===== src/verilog/pixel_format_pkg.sv =====
/*
  constants for the pixel format packer: format and depth codes,
  colour tags, gain step sizes, reset values.
  assumes nothing beyond a SystemVerilog compiler.
*/
`default_nettype none

package pixel_format_pkg;

  // output pixel formats, as driven on format_i
  localparam logic [2:0] FMT_GRAY_ONE_BYTE           = 3'h0;
  localparam logic [2:0] FMT_GRAY_TWELVE_IN_TWO_BYTES = 3'h1;
  localparam logic [2:0] FMT_MOSAIC_RED_FIRST_BYTE   = 3'h2;
  localparam logic [2:0] FMT_MOSAIC_RED_FIRST_TEN    = 3'h3;
  localparam logic [2:0] FMT_MOSAIC_RED_FIRST_TWELVE = 3'h4;
  localparam logic [2:0] FMT_MOSAIC_GREEN_RED_BYTE   = 3'h5;

  // sensor depth, as driven on depth_i
  localparam logic [1:0] SENSOR_DEPTH_EIGHT  = 2'h0;
  localparam logic [1:0] SENSOR_DEPTH_TEN    = 2'h1;
  localparam logic [1:0] SENSOR_DEPTH_TWELVE = 2'h2;

  // colour tag that travels with each output byte
  localparam logic [1:0] COLOUR_GRAY  = 2'h0;
  localparam logic [1:0] COLOUR_RED   = 2'h1;
  localparam logic [1:0] COLOUR_GREEN = 2'h2;
  localparam logic [1:0] COLOUR_BLUE  = 2'h3;

  // gain in hundredths of x; coarse step is 0.25x
  localparam int         GAIN_REQ_W    = 10;
  localparam int         GAIN_STEP_W   = 6;
  localparam logic [GAIN_REQ_W-1:0] GAIN_FINE_PER_STEP = 10'h019;
  localparam logic [GAIN_REQ_W-1:0] GAIN_HALF_STEP     = 10'h00C;
  localparam logic [GAIN_STEP_W-1:0] GAIN_STEP_RESET   = 6'h04;

  localparam int         FIFO_DEPTH    = 16;
  localparam int         SAMPLE_W      = 12;

endpackage

`default_nettype wire

===== src/verilog/byte_fifo.sv =====
/*
  synchronous fifo with valid/ready on both sides.
  assumes one clock and an asynchronous active-high reset.
*/
`timescale 1ns/100ps
`default_nettype none

module byte_fifo #(
  parameter int WIDTH = 10,
  parameter int DEPTH = 16
) (
  input  wire logic             sys_clk_i,
  input  wire logic             reset_i,
  input  wire logic             in_valid_i,
  output logic                  in_ready_o,
  input  wire logic [WIDTH-1:0] in_data_i,
  output logic                  out_valid_o,
  input  wire logic             out_ready_i,
  output logic      [WIDTH-1:0] out_data_o
);

  localparam int AW = $clog2(DEPTH);

  logic [WIDTH-1:0] mem_q [DEPTH];
  logic [AW-1:0]    wr_q;
  logic [AW-1:0]    rd_q;
  logic [AW:0]      count_q;
  logic             push;
  logic             pop;

  assign in_ready_o  = (count_q != (AW+1)'(DEPTH));
  assign out_valid_o = (count_q != '0);
  assign push        = in_valid_i && in_ready_o;
  assign pop         = out_valid_o && out_ready_i;
  assign out_data_o  = mem_q[rd_q];

  always_ff @(posedge sys_clk_i) begin
    if (push) begin
      mem_q[wr_q] <= in_data_i;
    end
  end

  always_ff @(posedge sys_clk_i or posedge reset_i) begin
    if (reset_i) begin
      wr_q    <= '0;
      rd_q    <= '0;
      count_q <= '0;
    end else begin
      if (push) begin
        wr_q <= (wr_q == AW'(DEPTH-1)) ? '0 : wr_q + 1'b1;
      end
      if (pop) begin
        rd_q <= (rd_q == AW'(DEPTH-1)) ? '0 : rd_q + 1'b1;
      end
      count_q <= count_q + (AW+1)'(push) - (AW+1)'(pop);
    end
  end

endmodule // byte_fifo

`default_nettype wire


===== src/verilog/pixel_format_packer.sv =====
/*
  packs sensor samples into a byte stream in the selected pixel format,
  tags each byte with its mosaic colour and quantises the amplifier gain.
  assumes the sensor stream and the byte sink run on sys_clk_i.
*/
`timescale 1ns/100ps
`default_nettype none


module pixel_format_packer #(
  parameter int FIFO_DEPTH = pixel_format_pkg::FIFO_DEPTH
) (
  input  wire logic        sys_clk_i,
  input  wire logic        reset_i,
  input  wire logic [2:0]  format_i,
  input  wire logic [1:0]  depth_i,
  input  wire logic [pixel_format_pkg::GAIN_REQ_W-1:0]  gain_req_i,
  output logic      [pixel_format_pkg::GAIN_STEP_W-1:0] gain_step_o,
  output logic             cfg_error_o,
  input  wire logic        pix_valid_i,
  output logic             pix_ready_o,
  input  wire logic [pixel_format_pkg::SAMPLE_W-1:0] pix_data_i,
  input  wire logic        pix_sof_i,
  input  wire logic        pix_eol_i,
  output logic             byte_valid_o,
  input  wire logic        byte_ready_i,
  output logic      [7:0]  byte_data_o,
  output logic      [1:0]  byte_colour_o
);

  typedef enum logic [0:0] {ST_TAKE, ST_HIGH} pack_state_e;

  pack_state_e state_q;
  logic        col_odd_q;
  logic        row_odd_q;
  logic [15:0] word_q;
  logic [1:0]  colour_q;
  logic        fifo_in_valid;
  logic        fifo_in_ready;
  logic [9:0]  fifo_in_data;
  logic [9:0]  fifo_out_data;
  logic        take;
  logic        legal;
  logic        two_bytes;
  logic [15:0] word_now;
  logic [1:0]  colour_now;
  logic        row_now;

  function automatic logic depth_ok(input logic [2:0] f,
                                    input logic [1:0] d);
    case (f)
      pixel_format_pkg::FMT_MOSAIC_RED_FIRST_TEN:
        depth_ok = (d == pixel_format_pkg::SENSOR_DEPTH_TEN);
      pixel_format_pkg::FMT_GRAY_TWELVE_IN_TWO_BYTES,
      pixel_format_pkg::FMT_MOSAIC_RED_FIRST_TWELVE:
        depth_ok = (d == pixel_format_pkg::SENSOR_DEPTH_TWELVE);
      pixel_format_pkg::FMT_GRAY_ONE_BYTE,
      pixel_format_pkg::FMT_MOSAIC_RED_FIRST_BYTE,
      pixel_format_pkg::FMT_MOSAIC_GREEN_RED_BYTE:
        depth_ok = (d == pixel_format_pkg::SENSOR_DEPTH_EIGHT) ||
                   (d == pixel_format_pkg::SENSOR_DEPTH_TEN) ||
                   (d == pixel_format_pkg::SENSOR_DEPTH_TWELVE);
      default:
        depth_ok = 1'b0;
    endcase
  endfunction

  function automatic logic [1:0] colour_of(input logic [2:0] f,
                                           input logic row,
                                           input logic col);
    case (f)
      pixel_format_pkg::FMT_MOSAIC_RED_FIRST_BYTE,
      pixel_format_pkg::FMT_MOSAIC_RED_FIRST_TEN,
      pixel_format_pkg::FMT_MOSAIC_RED_FIRST_TWELVE:
        if (!row) begin
          colour_of = col ? pixel_format_pkg::COLOUR_GREEN
                          : pixel_format_pkg::COLOUR_RED;
        end else begin
          colour_of = col ? pixel_format_pkg::COLOUR_BLUE
                          : pixel_format_pkg::COLOUR_GREEN;
        end
      pixel_format_pkg::FMT_MOSAIC_GREEN_RED_BYTE:
        if (!row) begin
          colour_of = col ? pixel_format_pkg::COLOUR_RED
                          : pixel_format_pkg::COLOUR_GREEN;
        end else begin
          colour_of = col ? pixel_format_pkg::COLOUR_GREEN
                          : pixel_format_pkg::COLOUR_BLUE;
        end
      default:
        colour_of = pixel_format_pkg::COLOUR_GRAY;
    endcase
  endfunction

  function automatic logic [15:0] word_of(input logic [2:0] f,
                                          input logic [1:0] d,
                                          input logic [11:0] s);
    case (f)
      pixel_format_pkg::FMT_GRAY_TWELVE_IN_TWO_BYTES,
      pixel_format_pkg::FMT_MOSAIC_RED_FIRST_TWELVE:
        word_of = {4'h0, s};
      pixel_format_pkg::FMT_MOSAIC_RED_FIRST_TEN:
        word_of = {6'h00, s[9:0]};
      default:
        case (d) // keep the top eight bits of the sample
          pixel_format_pkg::SENSOR_DEPTH_TEN:    word_of = {8'h00, s[9:2]};
          pixel_format_pkg::SENSOR_DEPTH_TWELVE: word_of = {8'h00, s[11:4]};
          default:                               word_of = {8'h00, s[7:0]};
        endcase
    endcase
  endfunction

  assign legal      = depth_ok(format_i, depth_i);
  assign two_bytes  =
    (format_i == pixel_format_pkg::FMT_GRAY_TWELVE_IN_TWO_BYTES) ||
    (format_i == pixel_format_pkg::FMT_MOSAIC_RED_FIRST_TEN) ||
    (format_i == pixel_format_pkg::FMT_MOSAIC_RED_FIRST_TWELVE);
  // a start of frame restarts the mosaic phase at the upper-left pixel
  assign row_now    = pix_sof_i ? 1'b0 : row_odd_q;
  assign word_now   = word_of(format_i, depth_i, pix_data_i);
  assign colour_now = colour_of(format_i, row_now,
                                pix_sof_i ? 1'b0 : col_odd_q);

  // illegal combinations drain the input so the sensor never hangs
  assign pix_ready_o = (state_q == ST_TAKE) && (fifo_in_ready || !legal);
  assign take        = pix_valid_i && pix_ready_o;

  always_comb begin
    fifo_in_valid = 1'b0;
    fifo_in_data  = {colour_now, word_now[7:0]};
    if (state_q == ST_HIGH) begin
      fifo_in_valid = 1'b1;
      fifo_in_data  = {colour_q, word_q[15:8]};
    end else if (pix_valid_i && legal) begin
      fifo_in_valid = 1'b1; // low byte goes first
    end
  end

  always_ff @(posedge sys_clk_i or posedge reset_i) begin
    if (reset_i) begin
      state_q  <= ST_TAKE;
      word_q   <= 16'h0000;
      colour_q <= pixel_format_pkg::COLOUR_GRAY;
    end else begin
      case (state_q)
        ST_TAKE:
          if (take && legal && two_bytes) begin
            state_q  <= ST_HIGH;
            word_q   <= word_now;
            colour_q <= colour_now;
          end
        ST_HIGH:
          if (fifo_in_ready) begin
            state_q <= ST_TAKE;
          end
        default:
          state_q <= ST_TAKE;
      endcase
    end
  end

  // raster position: column parity per pixel, line parity per line
  always_ff @(posedge sys_clk_i or posedge reset_i) begin
    if (reset_i) begin
      col_odd_q <= 1'b0;
      row_odd_q <= 1'b0;
    end else if (take) begin
      if (pix_eol_i) begin
        col_odd_q <= 1'b0;
        row_odd_q <= !row_now;
      end else begin
        col_odd_q <= pix_sof_i ? 1'b1 : !col_odd_q;
        row_odd_q <= row_now;
      end
    end
  end

  always_ff @(posedge sys_clk_i or posedge reset_i) begin
    if (reset_i) begin
      cfg_error_o <= 1'b0;
    end else begin
      cfg_error_o <= !legal;
    end
  end

  always_ff @(posedge sys_clk_i or posedge reset_i) begin
    if (reset_i) begin
      gain_step_o <= pixel_format_pkg::GAIN_STEP_RESET;
    end else begin
      // one spare bit so the rounding sum cannot wrap near full scale
      gain_step_o <= pixel_format_pkg::GAIN_STEP_W'(
        ({1'b0, gain_req_i} + {1'b0, pixel_format_pkg::GAIN_HALF_STEP}) /
        {1'b0, pixel_format_pkg::GAIN_FINE_PER_STEP});
    end
  end

  byte_fifo #(
    .WIDTH (10),
    .DEPTH (FIFO_DEPTH)
  ) u_fifo (
    .sys_clk_i   (sys_clk_i),
    .reset_i     (reset_i),
    .in_valid_i  (fifo_in_valid),
    .in_ready_o  (fifo_in_ready),
    .in_data_i   (fifo_in_data),
    .out_valid_o (byte_valid_o),
    .out_ready_i (byte_ready_i),
    .out_data_o  (fifo_out_data)
  );

  assign byte_data_o   = fifo_out_data[7:0];
  assign byte_colour_o = fifo_out_data[9:8];

endmodule // pixel_format_packer

`default_nettype wire


===== config.mk =====
export PLATFORM = sky130hd
export DESIGN_NAME = pixel_format_packer
export DESIGN_NICKNAME = d
export VERILOG_FILES = /design/src/verilog/pixel_format_pkg.sv /design/src/verilog/byte_fifo.sv /design/src/verilog/pixel_format_packer.sv
export SDC_FILE = /design/constraint.sdc
export NUM_CORES = 1
export LEC_CHECK = 0
export ABC_CLOCK_PERIOD_IN_PS = 2900
export BUFFER_PORTS_ARGS = -buffer_cell sky130_fd_sc_hd__buf_2
export CAP_MARGIN = 20
export CORE_MARGIN = 8
export CORE_UTILIZATION = 35
export DETAILED_ROUTE_END_ITERATION = 10
export PLACE_DENSITY = 0.55
export SETUP_SLACK_MARGIN = 0.15
export SYNTH_ARGS = -nofsm -noshare
export SYNTH_HDL_FRONTEND = slang
export SYNTH_SLANG_ARGS = --single-unit

===== constraint.sdc =====
create_clock -name sys_clk_i -period 2.9 [get_ports sys_clk_i]
set_input_delay 0.435 -clock sys_clk_i [delete_from_list [all_inputs] [get_ports sys_clk_i]]
set_output_delay 0.435 -clock sys_clk_i [all_outputs]
set_load 0.05 [all_outputs]

==> results.md <==
- Top_reg_cell synth: edfxtp_1
- Syn nets: 759
- Die ar.: 32300 sq um
- Reg power frac: 32.7%
- Worst path arrival time: 4730 ps
- Period Utilization, post-route: 152%
- Nets: 956
- Setup TNS Final: -3690 ps
- WP data required: 3210 ps
- Count leader, synth: edfxtp_1
- R2r worst-path depth: 15
- Pwr Density: 878 nW/um^2
- Clk pwr share: 21.9%
- Commonest cells in the netlist: edfxtp_1, nand2_1, mux2i_1, o21ai_0, a21oi_1
- RSZ-0062 raised after global routing: true
- DRT Wirelength: 22.6 mm
- Sequential area share after synthesis: 59.1%
- Global-route wire length before repair: 35.5 mm
- Worst Hold Class: in -> reg
- CTS max path bufs: 2
- Hold Violations, Final: 0
- Antenna violations before repair: 0
- H-tree Lvls: 4
- WHS Endpoint: word_q[11]
- WL/cell: 18.0 microns
- Top post-synthesis cells by area: edfxtp_1, dfrtp_1, mux4_2
- Post-Route Skew: 16.4 ps
- Total GRT Usage: 13.8%
- Die Span Y: 180 microns
- DRT Pass-1 Iters: 5
- #FFs+latches synth: 189
- Switching share of power: 37.9%
- Root Buffer Master: clkbuf_16
- CP Launch Type: input pin
- Starting Density: 35.1%
- CP peak stage delay: 370 ps
- P_int: 6780 uW
- Post-synth EDFFs: 160
- DP HPWL: 15.5 mm
- DR iter-0 viols: 592
- CTS tree: built
- Largest net degree at the start of global routing: 26
- Final Slew Violations: 0
- Failing checks: negative setup slack
- Share of layout cells above drive strength 1: 38.4%
- Max frequency: 0.226 GHz
- Share of the synthesized area in the top cell type: 51.3%
- Synth warn: 0
- Crit-path cells: buf_8, inv_6, ha_4, nand4b_1, o211a_1, or2_4, ha_4, nor2b_1, mux2i_1, or3_1, a211o_1, a21oi_2, mux2i_4, a211o_4, xor2_4, a32oi_4, xnor2_2, inv_2, ha_4, nor3b_1, mux2_4, a221oi_2, o31ai_1
- Final setup fails: 4
- Critical Path Slowest Stage Cell: a211o_4
- Worst flop-to-flop path endpoint: u_fifo.count_q[4]
- Maximum VDD drop: 0.000386 V
- WHS: 259 ps
- Most used cell, CP: ha_4
- Setup slack, reg-to-reg: 290 ps
- Clock Sinks: 189
- Vias per inst: 5.09
- Status: complete, but fails checks
- Layout Utilization: 46.7%
- I/O Buffers: 51
- Post-Syn Instances: 703
- Switch Pwr: 4130 uW
- Clock buffer count from CTS: 17
- Synth cell types: 89
- Cell Area, Synth: 9370 sq um
- Clk_lat worst skew: 440 ps
- Max_slew headroom: 65.0%
- Slew @ Worst Pin: 524 ps
- # diodes: 0
- Hold path depth: 3
- Max Cap Viol: 0
- I/O Pins: 52
- RD Place Congestion: 0.843
- Pleak: 0.00470 uW
- CP Capture Type: flop
- DRC viols: 0
- Critical path class: in -> reg
- Antenna viol nets, final: 0
- Cell taking the most area after synthesis: edfxtp_1
- Combinational power share: 45.4%
- Die Width: 180 microns
- DR vias: 6379
- Final min period: 4420 ps
- Grt total ovfl: 0
- Post-synth ARST share: 15.3%
- Hold_sp: pix_data_i[11]
- Vias in the first global route: 6292
- Post-Syn Area per Cell: 13.3 sq um
- Start of the worst register-to-register path: u_fifo.count_q[2]
- Max FO, Critical Path: 4
- Core Region: 26700 sq um
- Setup slack after layout: -1520 ps
- Row Count: 60
- Setup WS pre-CTS: -2100 ps
- Clock transition at path regs: 80 ps
- Area Overhead vs Synth: 32.7%
## metal layers
| layer | track usage (%) | wire [microns] | up-vias |
|---|---|---|---|
| li1 | - | - | 3107 |
| met1 | 19.5 | 11100 | 3123 |
| met3 | 2.48 | 892 | 16 |
| met4 | 3.97 | 314 | 0 |
| met5 | 0 | 0 | - |
| met2 | 21.6 | 10200 | 133 |
## flip-flops by register name (all words and copies together) (netlist names)
register and flops:
colour_q 2, gain_step_o 6, state_q 1, row_odd_q 1, u_fifo.wr_q 4, cfg_error_o 1
u_fifo.rd_q 4, word_q 4, col_odd_q 1, u_fifo.count_q 5, u_fifo.mem_q 160
## through the flow
step | total power [uW] | cells | instance area (sq um)
floorplan | 6350 | 703 | 9500
global placement | 7690 | 1192 | 11200
detailed placement | 7720 | 1192 | 11200
CTS | 10300 | 1235 | 12000
global route | 11500 | 1254 | 12400
finish | 10900 | 1254 | 12400
## worst max-delay path by stage
stage	end	from	cells after the start	slack (ps)
after global routing	gain_step_o[0]	gain_req_i[2]	23	-1720
after global placement	gain_step_o[0]	gain_req_i[2]	24	-1980
after CTS	gain_step_o[0]	gain_req_i[2]	23	-1540
after floorplan	gain_step_o[0]	gain_req_i[2]	23	-1970
final	gain_step_o[0]	gain_req_i[2]	23	-1520
after detailed placement	gain_step_o[0]	gain_req_i[2]	23	-2100
## power groups by stage
| stage | combinational [uW] | clock, uW | sequential (uW) |
|---|---|---|---|
| after floorplan | 2740 | 0 | 3610 |
| after global placement | 4090 | 0 | 3600 |
| after detailed placement | 4110 | 0 | 3600 |
| after CTS | 4280 | 2450 | 3560 |
| after global routing | 5330 | 2560 | 3610 |
| final | 4950 | 2390 | 3570 |
## critical path, delay by kind of cell
family	cells	cell delay [ps]
AO/OA/AOI/OAI	7	1770
XOR/XNOR	2	320
adder cells (fa/ha/maj)	3	470
buffers and inverters	3	200
multiplexers	3	490
AND/OR/NAND/NOR	5	1020
## layout make-up
| cell class | count | area [sq um] |
|---|---|---|
| clock buffers | 17 | 425 |
| clock inverters | 15 | 209 |
| fillers | 2319 | 14200 |
| inverters | 26 | 108 |
| multi-input cells | 459 | 3860 |
| flip-flops and latches | 189 | 5540 |
| well taps | 341 | 427 |
| repair buffers | 207 | 1870 |
## placed cells by master (no fill, tap or decap), types with 6 or more instances in the layout
cell type / instances
a21oi_1: 28
a221oi_2: 7
a22oi_1: 11
a22oi_2: 9
and2_1: 23
buf_12: 16
buf_2: 39
buf_4: 127
buf_6: 14
clkbuf_16: 20
clkinv_8: 8
dfrtp_1: 26
edfxtp_1: 160
ha_1: 16
inv_1: 19
inv_6: 6
mux2_2: 15
mux2i_1: 40
mux4_2: 20
nand2_1: 52
nand2b_1: 7
nand3_1: 14
nor2_1: 28
nor3_1: 7
o211ai_1: 7
o21ai_0: 30
o21ai_1: 13
or3_1: 6
xnor2_1: 8
## kinds of logic (layout without fill, tap and decap cells)
kind of cell	after synthesis	count (layout)	synth area share [%]
xor+xnor	14	14	1.39
simple gates	175	175	9.59
mux	78	78	11.4
buf+inv	55	265	2.42
compound gates	169	169	13.0
fa+ha+maj	23	23	3.15
flops	189	189	59.1
## what timing repair did
| item | in CTS | in global routing |
|---|---|---|
| buffers inserted | 10 | 11 |
| gates resized for setup | 16 | 72 |
| endpoints found under the hold margin | 0 | 2 |
| endpoints found under the setup margin | 7 | 15 |
| pin swaps | 17 | 17 |
| gates cloned | 1 | 3 |
| hold buffers | 0 | 1 |
(Power assumes the default switching activity.)
